### src/hw/pss_map.svh
// register offsets, bit positions and reset values for the summary status upper half
`ifndef PSS_MAP_SVH
`define PSS_MAP_SVH
`define PSS_OFF_SUMMARY 5'h10
`define PSS_OFF_NEG_EXP 5'h06
`define PSS_OFF_BASIC_STATUS 5'h01
`define PSS_OFF_TENBASE_SC 5'h1a
`define PSS_OFF_FALSE_CARRIER 5'h14
`define PSS_OFF_RX_ERROR 5'h15
`define PSS_BIT_RSVD_HI 15
`define PSS_BIT_CROSSOVER 14
`define PSS_BIT_RX_ERR 13
`define PSS_BIT_POLARITY 12
`define PSS_BIT_FALSE_CARRIER 11
`define PSS_BIT_SIG_DET 10
`define PSS_BIT_DESCR_LOCK 9
`define PSS_BIT_PAGE_RX 8
`define PSS_BIT_RSVD_LO 7
`define PSS_BIT_REMOTE_FAULT 6
`define PSS_RST_STICKY 1'b0
`define PSS_RST_LATCH_LOW 1'b0
`endif

### src/hw/pss_pkg.sv
// types shared by the summary status upper half
package pss_pkg;
  typedef logic [4:0] pss_addr_t; // management register address
  typedef logic [9:0] pss_upper_t; // bits 15 down to 6 of the summary word
  typedef enum {PSS_XO_NORMAL, PSS_XO_SWAPPED} pss_xo_e; // pair assignment
endpackage

### src/hw/pss_latch_low.sv
// latch-low status: drops with the source, tracks again after a read
`timescale 1ns/100ps
`include "pss_map.svh"
module pss_latch_low
  import pss_pkg::*;
(
  input wire logic mclk,
  input wire logic srst,
  input wire logic src, // synchronised live indication
  input wire logic rd, // read of the holding register
  output logic stat_q
);
  logic held_q; // a low was seen and not yet read
  // low capture wins over a read in the same cycle
  always_ff @(posedge mclk) begin
    if (srst) begin
      held_q <= 1'b0;
    end else if (!src) begin
      held_q <= 1'b1;
    end else if (rd) begin
      held_q <= 1'b0;
    end
  end
  // reported value: held low, else live source
  always_ff @(posedge mclk) begin
    if (srst) begin
      stat_q <= `PSS_RST_LATCH_LOW;
    end else begin
      stat_q <= src && !(held_q && !rd);
    end
  end
endmodule

### src/hw/pss_sticky.sv
// sticky high flag: set by an event, cleared by a read strobe
`timescale 1ns/100ps
`include "pss_map.svh"
module pss_sticky
  import pss_pkg::*;
(
  input wire logic mclk,
  input wire logic srst,
  input wire logic set_evt, // hardware event
  input wire logic clr_rd, // clearing read strobe
  output logic flag_q
);
  // set wins over a clear in the same cycle so no event is lost
  always_ff @(posedge mclk) begin
    if (srst) begin
      flag_q <= `PSS_RST_STICKY;
    end else if (set_evt) begin
      flag_q <= 1'b1;
    end else if (clr_rd) begin
      flag_q <= 1'b0;
    end
  end
endmodule

### src/hw/pss_top.sv
// summary status register, upper bits 15 to 6, with read-clear wiring
`timescale 1ns/100ps
`include "pss_map.svh"
//
// Operation
// - reserved bits 15 and 7 read zero
// - bit 14 set when pairs swapped
// - crossover follows enable, force, auto algorithm
// - bit 13 latches rx error, cleared by 0x15 read
// - bit 12 mirrors polarity status bit
// - polarity clears on tenbase read only
// - bit 11 latches false carrier, cleared by 0x14 read
// - bit 10 latch-low signal detect, reset zero
// - bit 9 latch-low descrambler lock, reset zero
// - bit 8 page received, cleared by 0x06 read
// - summary read keeps page received flag
// - bit 6 remote fault, cleared by 0x01 read
module pss_top
  import pss_pkg::*;
(
  input wire logic mclk,
  input wire logic srst,
  input wire logic rd_strobe, // one-cycle management read
  input wire logic [4:0] rd_addr, // address of that read
  input wire logic crossover_auto_enable, // control bit, same domain
  input wire logic crossover_force, // control bit, same domain
  input wire logic auto_swap_state, // auto algorithm current choice
  input wire logic rx_error_evt, // receive error pulse
  input wire logic polarity_inv_evt, // inverted polarity detected pulse
  input wire logic false_carrier_evt, // false carrier pulse
  input wire logic sig_detect_pin, // pmd signal detect, async
  input wire logic descr_lock_pin, // pmd descrambler lock, async
  input wire logic page_rx_evt, // new link code word page
  input wire logic remote_fault_evt, // partner remote fault
  output logic [15:6] summary_upper_q, // upper half of read word
  output logic crossover_swapped // live pair state
);
  // ************************************************************
  // address decode
  // ************************************************************
  // decode used for every clearing read
  function automatic logic rd_hit(input logic stb, input pss_addr_t a, input pss_addr_t off);
    rd_hit = stb && (a == off);
  endfunction
  logic rd_summary; // read of the summary word
  logic rd_rx_err; // read of the receive error counter
  logic rd_fc; // read of the false carrier counter
  logic rd_tenbase; // read of the tenbase status control
  logic rd_neg_exp; // read of negotiation expansion
  logic rd_basic; // read of basic status
  assign rd_summary = rd_hit(rd_strobe, rd_addr, `PSS_OFF_SUMMARY);
  assign rd_rx_err = rd_hit(rd_strobe, rd_addr, `PSS_OFF_RX_ERROR);
  assign rd_fc = rd_hit(rd_strobe, rd_addr, `PSS_OFF_FALSE_CARRIER);
  assign rd_tenbase = rd_hit(rd_strobe, rd_addr, `PSS_OFF_TENBASE_SC);
  assign rd_neg_exp = rd_hit(rd_strobe, rd_addr, `PSS_OFF_NEG_EXP);
  assign rd_basic = rd_hit(rd_strobe, rd_addr, `PSS_OFF_BASIC_STATUS);

  // ************************************************************
  // pin synchronisers
  // ************************************************************
  logic [1:0] sd_sync_q; // signal detect two stages
  logic [1:0] dl_sync_q; // descrambler lock two stages
  // first stage feeds only the second
  always_ff @(posedge mclk) begin
    if (srst) begin
      sd_sync_q <= 2'h0;
      dl_sync_q <= 2'h0;
    end else begin
      sd_sync_q <= {sd_sync_q[0], sig_detect_pin};
      dl_sync_q <= {dl_sync_q[0], descr_lock_pin};
    end
  end

  // ************************************************************
  // crossover state
  // ************************************************************
  pss_xo_e xo_d; // next pair assignment
  // force overrides auto; auto tracks the algorithm live
  always_comb begin
    if (crossover_force) begin
      xo_d = PSS_XO_SWAPPED;
    end else if (crossover_auto_enable) begin
      xo_d = auto_swap_state ? PSS_XO_SWAPPED : PSS_XO_NORMAL;
    end else begin
      xo_d = PSS_XO_NORMAL;
    end
  end
  assign crossover_swapped = (xo_d == PSS_XO_SWAPPED);

  // ************************************************************
  // sticky and latch-low cells
  // ************************************************************
  logic rx_err_q; // receive error latch
  logic pol_q; // polarity status copy
  logic fc_q; // false carrier latch
  logic sd_q; // signal detect latch-low
  logic dl_q; // descrambler lock latch-low
  logic page_q; // page received copy
  logic rf_q; // remote fault
  // receive error latch clears on a read of the error counter
  pss_sticky u_rx_err (
    .mclk(mclk),
    .srst(srst),
    .set_evt(rx_error_evt), // receive error pulse
    .clr_rd(rd_rx_err), // counter read clears
    .flag_q(rx_err_q)
  );
  // polarity only clears on a tenbase read, never a summary read
  pss_sticky u_pol (
    .mclk(mclk),
    .srst(srst),
    .set_evt(polarity_inv_evt), // inverted polarity pulse
    .clr_rd(rd_tenbase), // tenbase status read clears
    .flag_q(pol_q)
  );
  // false carrier latch clears on a read of its counter
  pss_sticky u_fc (
    .mclk(mclk),
    .srst(srst),
    .set_evt(false_carrier_evt), // false carrier pulse
    .clr_rd(rd_fc), // counter read clears
    .flag_q(fc_q)
  );
  // page copy ignores summary reads
  pss_sticky u_page (
    .mclk(mclk),
    .srst(srst),
    .set_evt(page_rx_evt), // new page pulse
    .clr_rd(rd_neg_exp), // expansion read clears
    .flag_q(page_q)
  );
  // remote fault clears on a basic status read or reset
  pss_sticky u_rf (
    .mclk(mclk),
    .srst(srst),
    .set_evt(remote_fault_evt), // partner fault report
    .clr_rd(rd_basic), // basic status read clears
    .flag_q(rf_q)
  );
  // latch-low bits rearm on a summary read
  pss_latch_low u_sd (
    .mclk(mclk),
    .srst(srst),
    .src(sd_sync_q[1]), // second stage only
    .rd(rd_summary), // summary read rearms
    .stat_q(sd_q)
  );
  // same rearm for the descrambler lock; a lock lost and regained between
  // two reads still shows as zero, which is the point of a latch-low bit
  pss_latch_low u_dl (
    .mclk(mclk),
    .srst(srst),
    .src(dl_sync_q[1]), // second stage only
    .rd(rd_summary), // summary read rearms
    .stat_q(dl_q)
  );

  // ************************************************************
  // read word assembly
  // ************************************************************
  // registered so the word is stable between edges, reloaded from the cells on every edge
  always_ff @(posedge mclk) begin
    if (srst) begin
      summary_upper_q <= 10'h000;
    end else begin
      summary_upper_q[`PSS_BIT_RSVD_HI] <= 1'b0;
      summary_upper_q[`PSS_BIT_CROSSOVER] <= crossover_swapped;
      summary_upper_q[`PSS_BIT_RX_ERR] <= rx_err_q;
      summary_upper_q[`PSS_BIT_POLARITY] <= pol_q;
      summary_upper_q[`PSS_BIT_FALSE_CARRIER] <= fc_q;
      summary_upper_q[`PSS_BIT_SIG_DET] <= sd_q;
      summary_upper_q[`PSS_BIT_DESCR_LOCK] <= dl_q;
      summary_upper_q[`PSS_BIT_PAGE_RX] <= page_q;
      summary_upper_q[`PSS_BIT_RSVD_LO] <= 1'b0;
      summary_upper_q[`PSS_BIT_REMOTE_FAULT] <= rf_q;
    end
  end
endmodule
### config.mk
export PLATFORM = sky130hd
export DESIGN_NAME = pss_top
export DESIGN_NICKNAME = d
export VERILOG_FILES = /design/src/hw/pss_pkg.sv /design/src/hw/pss_latch_low.sv /design/src/hw/pss_sticky.sv /design/src/hw/pss_top.sv
export VERILOG_INCLUDE_DIRS = /design/src /design/src/hw
export SDC_FILE = /design/constraint.sdc
export NUM_CORES = 1
export LEC_CHECK = 0
export BUFFER_PORTS_ARGS = -buffer_cell sky130_fd_sc_hd__buf_4
export CAP_MARGIN = 10
export CORE_MARGIN = 5
export CORE_UTILIZATION = 45
export DETAILED_ROUTE_END_ITERATION = 8
export PLACE_DENSITY = 0.76
export RECOVER_POWER = 25
export SLEW_MARGIN = 15
export SYNTH_ARGS = -nofsm -noshare
export SYNTH_HDL_FRONTEND = slang
export SYNTH_SLANG_ARGS = --single-unit
export TNS_END_PERCENT = 5
### constraint.sdc
create_clock -name mclk -period 1.3 [get_ports mclk]
set_input_delay 0.325 -clock mclk [delete_from_list [all_inputs] [get_ports mclk]]
set_output_delay 0.325 -clock mclk [all_outputs]
set_load 0.01 [all_outputs]
==> results.toml, run 1 <==
[run_status]
outcome = "finished, final reports clean"

[floorplan]
dieArea_um2 = 2606
fp.dieH_um = 51.05
rows = 14
initial_core_util = 0.4864
die_x_um = 51.05
core_um2 = 1559
io_pins = 29

[pwr]
p_int_mw = 0.8743
switching_power_mw = 0.2548
comb_power_share = 0.122
power_density_nw_per_um2 = 1157
power_mw = 1.129
leakage_nw = 0.4187
power.share.sequential = 0.609
vdd_drop_max_uv = 799.6
clkPwrFrac = 0.269
swShare = 0.2257

[min_path]
hold_start = "sig_detect_pin"
hold_end = "sd_sync_q[0]$_SDFF_PP0_"
holdCritPathClass = "input pin to flip-flop"
whs_path_depth = 2

[drt]
viasPerCell = 5.345
via_count = 604
drt-total-wl_um = 1399
antenna_left = 0
drt-pass1-iter-count = 2
dr.first_iter.drc_count = 6
wire_per_inst_um = 12.38
drc = 0

[final_layout]
multi_input_comb_area_um2 = 306.5
postLayoutCellArea_um2 = 975.9
final_nets = 116
n_antenna_cell = 0
n_fill_cell = 144
regArea_um2 = 420.4
fin_util = 0.6260
layout-drive-gt1-share = 0.3093
areaGrowthSynthToFinish_pct = 28.71

[setup_path]
r2r_slack_ns = 0.30
crit_required_ns = 0.98
slowest_delay_ns = 0.32
cp-end-kind = "primary output"
path_buf_inv = 1
r2r_start = "dl_sync_q[1]$_SDFF_PP0_"
path_class = "flip-flop to primary output"
crit_fanout = 1
cp.arrival_ns = 0.75
cp_slowest_cell = "dfxtp_1"
critPathTopFamily = "flip-flops"
path_cells = "buf_4"
reg2regPathDepth = 2
r2r_end = "u_dl.stat_q$_SDFF_PP0_"
cp-start-kind = "flip-flop"

[clocking]
clk_pin_slew_worst_paths_ns = 0.11
post_cts_resized = 0
clk_path_buf_depth = 2
postCtsSetupRepairBufs = 0
cts-buffers-inserted = 3
ctsHoldBuffers = 0
clk_latency_ns = 0.30
cts_root_buf = "clkbuf_4"
h-tree-depth = 1
cts.sinks = 21
cts_tree = "built"

[synth]
netlist_instances = 69
yosysUniqueCellTypes = 21
syn_avg_cell_area_um2 = 10.99
synth_flop_cell = "dfxtp_1"
synth_most_common_cell = "dfxtp_1"
async_flop_share = 0
netlist_area_um2 = 758.2
synth_seq_cells = 21
synth_area_leaders = "dfxtp_1 55%, nor2b_1 12%, a211oi_1 5.0%, nor4b_1 4.6%, or4b_1 2.6%"
yosysWarningCount = 0
netlist.area_leader.share = 0.5545
synth_top_area_cell = "dfxtp_1"
synth_edf_count = 0
seq_area_frac_synth = 0.5545
synth_commonest_cells = "21 x dfxtp_1, 14 x nor2b_1, 5 x a211oi_1, 5 x nor2_1, 4 x nor4b_1"

[timing]
finalSetupViolCount = 0
period_needed_ns = 1.079
relSlewSlack = 0.6582
maxSlewViolCount = 0
rsz0062_at_grt = "no"
worstMarginPinSlew_ns = 0.5126
hold_viol_final = 0
fmax_mhz = 926.9
layout_setup_ws_ns = 0.2211
finalSetupTns_ns = 0
fin_crit_sh = 0.8299
fin_skew_ns = 0.003418

[flow_run]
cap_violations = 0

[placed_design]
dpl.hpwl_um = 1128
finalWeightedCongestion = 0.6971
io_buffers = 26
dp_worst_setup_slack_ns = 0.1003
place_area_um2 = 953.4

[global_route]
antenna_found_initial = 0
grt_pass1_vias = 602
track_usage = 0.1225
grt_max_degree = 14
grt_pass1_wl_um = 2442
overflow = 0
-- cell usage in the layout (no fill, tap or decap) --
cell	n
or4b_1	2
clkbuf_4	3
and3b_2	1
conb_1	2
and3_1	1
clkbuf_1	2
inv_1	1
o2bb2ai_1	2
nor4b_1	4
nor4_1	1
nor4bb_1	1
a211oi_1	5
nor2b_1	14
nor3b_1	1
nor2_1	5
a21o_1	1
and2_1	1
or4bb_1	1
buf_4	26
dfxtp_1	21
a311oi_1	2
-- worst max path at each step --
stage	startpoint	to	slack, ns	depth (start not counted)
after floorplan	rd_addr[1]	u_dl.stat_q$_SDFF_PP0_	0.28	2
after global placement	rd_addr[1]	u_dl.held_q$_SDFFE_PP0P_	0.12	3
after detailed placement	rd_addr[1]	u_dl.stat_q$_SDFF_PP0_	0.10	3
after CTS	summary_upper_q[13]$_SDFF_PP0_	summary_upper_q[13]	0.21	1
after global routing	summary_upper_q[12]$_SDFF_PP0_	summary_upper_q[12]	0.18	1
final	summary_upper_q[11]$_SDFF_PP0_	summary_upper_q[11]	0.22	1
-- cell families after synthesis --
kind of cell | share of synthesized area
AND/OR/NAND/NOR | 0.2888
other | 0.004946
flip-flops | 0.5545
AO/OA/AOI/OAI | 0.1056
buffers and inverters | 0.04619
-- cell type report --
cell class,count,area share
clock buffers,4,0.02692
flip-flops and latches,21,0.4308
well taps,16,0.02051
multi-input cells,44,0.3141
inverters,1,0.003846
repair buffers,27,0.2038
-- registers in the layout, summed over array words and instances (netlist names) --
signal / count
summary_upper_q: 8
dl_sync_q: 2
sd_sync_q: 2
u_dl.held_q: 1
u_dl.stat_q: 1
u_fc.flag_q: 1
u_page.flag_q: 1
u_pol.flag_q: 1
u_rf.flag_q: 1
u_rx_err.flag_q: 1
u_sd.held_q: 1
u_sd.stat_q: 1
-- metrics by stage --
stage          instances  hold WS [ns]
3_3_place_gp         109        0.4178
5_1_grt              113        0.2366
3_5_place_dp         109        0.4261
6_report             113        0.2323
4_1_cts              113        0.2262
2_1_floorplan         70        0.4138
-- metal layers --
| layer | global-route usage | vias up | share of wire |
|---|---|---|---|
| met5 | 0 | - | 0 |
| li1 | - | 300 | - |
| met1 | 0.1375 | 285 | 0.42 |
| met2 | 0.2017 | 17 | 0.50 |
| met4 | 0.07175 | 0 | 0.012 |
| met3 | 0.04070 | 2 | 0.071 |
-- power groups by stage --
stage,clock network (mW),registers (mW),logic [mW]
2_1_floorplan,0,0.706,0.0595
3_3_place_gp,0,0.701,0.137
3_5_place_dp,0,0.703,0.141
4_1_cts,0.317,0.688,0.141
5_1_grt,0.343,0.693,0.153
6_report,0.304,0.687,0.138
Power figures use the tool's default switching activity.
==> inputs of run 2 (changes only) <==
clock period = 1 ns   (was 1.3 ns; I/O delays follow)
==> run 2 against run 1 <==
The flow now finishes with violations (setup timing). Sequential share of layout area fell by 2.5 points. Global-route usage is 0.72 points higher. Critical path type unchanged. Sequential cell count did not move. Via count increased by 0.17%. Final area up 8.6%. Wire length increased by 7.6%.
==> results.toml, run 2 (synthesis results as in run 1) <==
[placed_design]
dpl.hpwl_um = 1201
place_area_um2 = 991.0
dpl.cell_count = 114
finalWeightedCongestion = 0.7923
io_buffers = 26

[final_layout]
fin_util = 0.6798
reg_top3 = "summary_upper_q x8, dl_sync_q x2, sd_sync_q x2"
largest_reg_flops = 8
postLayoutCellArea_um2 = 1060
n_antenna_cell = 0
regArea_um2 = 430.4
layout_commonest_cell = "buf_4"
multi_input_comb_area_um2 = 316.6
n_fill_cell = 128
finalNonFillerCells = 118
areaGrowthSynthToFinish_pct = 39.77
layout-drive-gt1-share = 0.4412
top_register = "summary_upper_q"
final_nets = 121
most-common-layout-cells = "23 x buf_4, 14 x nor2b_1, 13 x dfxtp_1, 8 x dfxtp_2, 7 x buf_6"

[global_route]
grt_pass1_vias = 584
track_usage = 0.1296
antenna_found_initial = 0
overflow = 0
grt_pass1_wl_um = 2504
grt_max_degree = 14

[floorplan]
dieArea_um2 = 2606
core_um2 = 1559
initial_core_util = 0.4864
die_x_um = 51.05
fp.dieH_um = 51.05
io_pins = 29
rows = 14

[clocking]
clk_path_buf_depth = 2
cts_tree = "built"
clk_pin_slew_worst_paths_ns = 0.12
cts-buffers-inserted = 3
postCtsSetupRepairBufs = 0
cts_root_buf = "clkbuf_4"
clk_latency_ns = 0.30
h-tree-depth = 1
cts.sinks = 21

[timing]
fin_skew_ns = 0.003528
fmax_mhz = 995.8
finalSetupTns_ns = -0.008080
hold_viol_final = 0
finalSetupViolCount = 2
fin_crit_sh = 1.004
rsz0062_at_grt = "yes"
layout_setup_ws_ns = -0.004172
maxSlewViolCount = 0
period_needed_ns = 1.004

[setup_path]
cp.arrival_ns = 0.75
cp_slowest_cell = "dfxtp_1"
critPathTopFamily = "flip-flops"
path_buf_inv = 1
crit_fanout = 1
cp-end-kind = "primary output"
crit_required_ns = 0.75
cp-start-kind = "flip-flop"
path_cells = "buf_4"
path_class = "flip-flop to primary output"
slowest_delay_ns = 0.32

[pwr]
power_density_nw_per_um2 = 1424
leakage_nw = 0.4507
vdd_drop_max_uv = 930.2

[drt]
drt-total-wl_um = 1506
drt-pass1-iter-count = 3
drc = 0
dr.first_iter.drc_count = 9
viasPerCell = 5.127
antenna_left = 0
wire_per_inst_um = 12.76
via_count = 605

[flow_run]
cap_violations = 0

[run_status]
violations = "setup timing"
outcome = "complete, but fails checks"

[min_path]
holdCritPathClass = "input pin to flip-flop"
==> run 2: worst paths after layout <==
path	start	endpoint	slack, ns	cells past startpoint
max	summary_upper_q[12]$_SDFF_PP0_	summary_upper_q[12]	-0.004	1
min	descr_lock_pin	dl_sync_q[0]$_SDFF_PP0_	0.15	2
max reg2reg	sd_sync_q[1]$_SDFF_PP0_	u_sd.stat_q$_SDFF_PP0_	0.02	2
min reg2reg	u_dl.stat_q$_SDFF_PP0_	summary_upper_q[9]$_SDFF_PP0_	0.44	1
==> run 2: layout make-up <==
cell class | count | area share
multi-input cells | 44 | 0.2987
clock inverters | 1 | 0.007084
inverters | 1 | 0.003542
well taps | 16 | 0.01889
flip-flops and latches | 21 | 0.4061
repair buffers | 32 | 0.2444
clock buffers | 3 | 0.02125
==> run 2: layer usage <==
layer / up-vias / track usage / wire (um)
met2: 18 / 0.2039 / 726
met5: - / 0 / 0
met3: 5 / 0.03488 / 92
met4: 0 / 0.09417 / 42
li1: 312 / - / -
met1: 270 / 0.1512 / 644
==> run 2: per-stage QoR <==
stage | hold WS (ns) | total power, mW | setup slack [ns]
6_report | 0.1509 | 1.509 | -0.004172
5_1_grt | 0.1483 | 1.599 | -0.05102
4_1_cts | 0.1442 | 1.531 | -0.02189
3_5_place_dp | 0.4220 | 1.112 | -0.1094
3_3_place_gp | 0.4178 | 1.106 | -0.08265
2_1_floorplan | 0.3782 | 0.9948 | 0.05333
==> run 2: power breakdown <==
group	total (mW)	internal [mW]	switching, mW
logic	0.203	0.120	0.0829
clock network	0.408	0.153	0.255
registers	0.899	0.882	0.0165
total	1.51	1.15	0.355
==> run 2: what timing repair did <==
item / in CTS / in global routing
pin swaps: 0 / 1
hold buffers: 0 / 0
setup endpoints to repair: 9 / 10
gates resized for setup: 11 / 6
==> inputs of run 3 (changes only) <==
CORE_UTILIZATION = 46   (was 45)
PLACE_DENSITY = 0.78   (was 0.76)
SYNTH_HIERARCHICAL = 1   (was unset)
==> run 3 against run 2 <==
The run still ends with setup timing left. Via count is 7.6% lower. Synthesized cell count is 2.9% higher. Sequential cell count stayed put. Final area is 0.83% lower. Critical endpoint is now summary_upper_q[11].
==> results.toml, run 3 <==
[global_route]
grt_max_degree = 15
grt_pass1_wl_um = 2201
use_met2 = 0.1963
antenna_found_initial = 0
grtUsageMet3 = 0.02907
track_usage = 0.1136
busiest_layer = "met2"
grt_pass1_vias = 546
overflow = 0
met1_usage = 0.1139

[pwr]
vdd_drop_max_uv = 957.8
leakage_nw = 0.4739
power_mw = 1.502
power_density_nw_per_um2 = 1429

[run_status]
violations = "setup timing"
outcome = "complete, but fails checks"

[final_layout]
top_register = "summary_upper_q"
regArea_um2 = 430.4
multi_input_comb_area_um2 = 321.6
areaGrowthSynthToFinish_pct = 36.36
fin_util = 0.6818
postLayoutCellArea_um2 = 1051
n_fill_cell = 119
n_antenna_cell = 0
layout_commonest_cell = "buf_4"
layout-drive-gt1-share = 0.4950
most-common-layout-cells = "18 x buf_4, 13 x dfxtp_1, 12 x nor2b_1, 8 x buf_6, 8 x dfxtp_2"
finalNonFillerCells = 117
reg_top3 = "summary_upper_q x8, dl_sync_q x2, sd_sync_q x2"
largest_reg_flops = 8
final_nets = 120

[setup_path]
critPathTopFamily = "flip-flops"
crit_fanout = 1
cp.arrival_ns = 0.75
crit_required_ns = 0.75
path_buf_inv = 1
r2r_start = "u_sd/held_q$_SDFFE_PP0P_"
cp-end-kind = "primary output"
path_class = "flip-flop to primary output"
r2r_slack_ns = 0.32
path_cells = "buf_6"
cp_slowest_cell = "dfxtp_2"
slowest_delay_ns = 0.34
r2r_end = "u_sd/stat_q$_SDFF_PP0_"
crit_path_end = "summary_upper_q[11]"
cp-start-kind = "flip-flop"
crit_start = "summary_upper_q[11]$_SDFF_PP0_"
reg2regPathDepth = 2
cp.depth = 1

[clocking]
clk_latency_ns = 0.30
cts-buffers-inserted = 3
clk_pin_slew_worst_paths_ns = 0.12
postCtsSetupRepairBufs = 0
h-tree-depth = 1
ctsHoldBuffers = 0
cts.sinks = 21
cts_root_buf = "clkbuf_4"
clk_path_buf_depth = 2
cts_tree = "built"

[synth]
netlist_area_um2 = 770.7
synth_top_area_cell = "dfxtp_1"
synthAdderAreaFrac = 0
netlist_instances = 71
synth_flop_cell = "dfxtp_1"
synth_edf_count = 0
synthMuxAreaShare = 0
yosysWarningCount = 6
synth_most_common_cell = "dfxtp_1"
synth_seq_cells = 21
yosysUniqueCellTypes = 16
async_flop_share = 0
synth_compound_area_frac = 0.07955
synth_area_leaders = "dfxtp_1 55%, nor2b_1 9.7%, nand2b_4 7.1%, a21oi_2 5.7%, nand2b_1 5.7%"
seq_area_frac_synth = 0.5455
synthSimpleGateAreaFrac = 0.3198
synth_top_family_by_area = "simple AND/OR/NAND/NOR gates"
synth_commonest_cells = "21 x dfxtp_1, 12 x nor2b_1, 7 x nand2b_1"
netlist.area_leader.share = 0.5455
synth-xor-area-share = 0
syn_avg_cell_area_um2 = 10.86

[timing]
maxSlewViolCount = 0
rsz0062_at_grt = "yes"
finalSetupViolCount = 1
fmax_mhz = 998.7
period_needed_ns = 1.001
relSlewSlack = 0.6506
whs_ns = 0.1559
fin_crit_sh = 1.001
finalSetupTns_ns = -0.001294
hold_viol_final = 0
fin_skew_ns = 0.009035
layout_setup_ws_ns = -0.001294
worstMarginPinSlew_ns = 0.5241

[floorplan]
die_x_um = 50.94
rows = 14
fp.dieH_um = 50.94
io_pins = 29
initial_core_util = 0.5000
dieArea_um2 = 2594
core_um2 = 1541

[drt]
drt-pass1-iter-count = 3
antenna_left = 0
via_count = 559
drt-total-wl_um = 1289
dr.first_iter.drc_count = 4
wire_per_inst_um = 11.02
drc = 0
viasPerCell = 4.778

[min_path]
holdCritPathClass = "input pin to flip-flop"

[placed_design]
place_area_um2 = 991.0
dp_worst_setup_slack_ns = -0.1575
finalWeightedCongestion = 0.6686
io_buffers = 26
dpl.hpwl_um = 1028
dpl.cell_count = 113

[flow_run]
cap_violations = 0
==> run 3: cell types whose count changed in the layout (fill, tap and decap cells not counted), sizes merged, moves of 3 or more <==
cell | before | now
nand2b | 0 | 11
a21oi | 0 | 7
a211oi | 5 | 0
nor2 | 5 | 0
buf | 30 | 26
inv | 1 | 5
nor4b | 4 | 0
nor4 | 1 | 4
==> run 3: repair_timing <==
action | in CTS | in global routing
hold endpoints to repair | 0 | 0
setup endpoints to repair | 8 | 8
pin swaps | 0 | 0
gates resized for setup | 11 | 5
==> run 3: worst min-delay path by stage <==
stage,from,to,depth (start not counted)
after floorplan,srst,u_fc/flag_q$_SDFFE_PP0P_,1
after global placement,u_sd/stat_q$_SDFF_PP0_,summary_upper_q[10]$_SDFF_PP0_,1
after detailed placement,dl_sync_q[1]$_SDFF_PP0_,u_dl/held_q$_SDFFE_PP0P_,1
after CTS,descr_lock_pin,dl_sync_q[0]$_SDFF_PP0_,2
after global routing,sig_detect_pin,sd_sync_q[0]$_SDFF_PP0_,2
final,descr_lock_pin,dl_sync_q[0]$_SDFF_PP0_,2
==> run 3: cell families (layout without fill, tap and decap cells) <==
logic type | after synthesis | after routing
other cells | 1 | 2
compound gates | 8 | 8
buf+inv | 8 | 37
simple gates | 33 | 33
flops | 21 | 21
==> run 3: area by class of cell <==
cell class	count	area share
clock buffer	3	0.02143
clock inverter	1	0.004762
inverter	5	0.01786
multi-input combinational	43	0.3060
sequential	21	0.4095
tap	16	0.01905
timing repair buffer	28	0.2214
==> run 3: power breakdown <==
group / total, mW / internal [mW] / switching [mW]
Clock: 0.401 / 0.149 / 0.251
Sequential: 0.901 / 0.882 / 0.0192
Combinational: 0.200 / 0.117 / 0.0836
Total: 1.50 / 1.15 / 0.354
==> run 3: per-layer routing <==
metal  vias to the layer above  share of wire
li1                        286              -
met1                       252           0.39
met2                        17           0.51
met3                         4          0.061
met4                         0          0.035
met5                         -              0
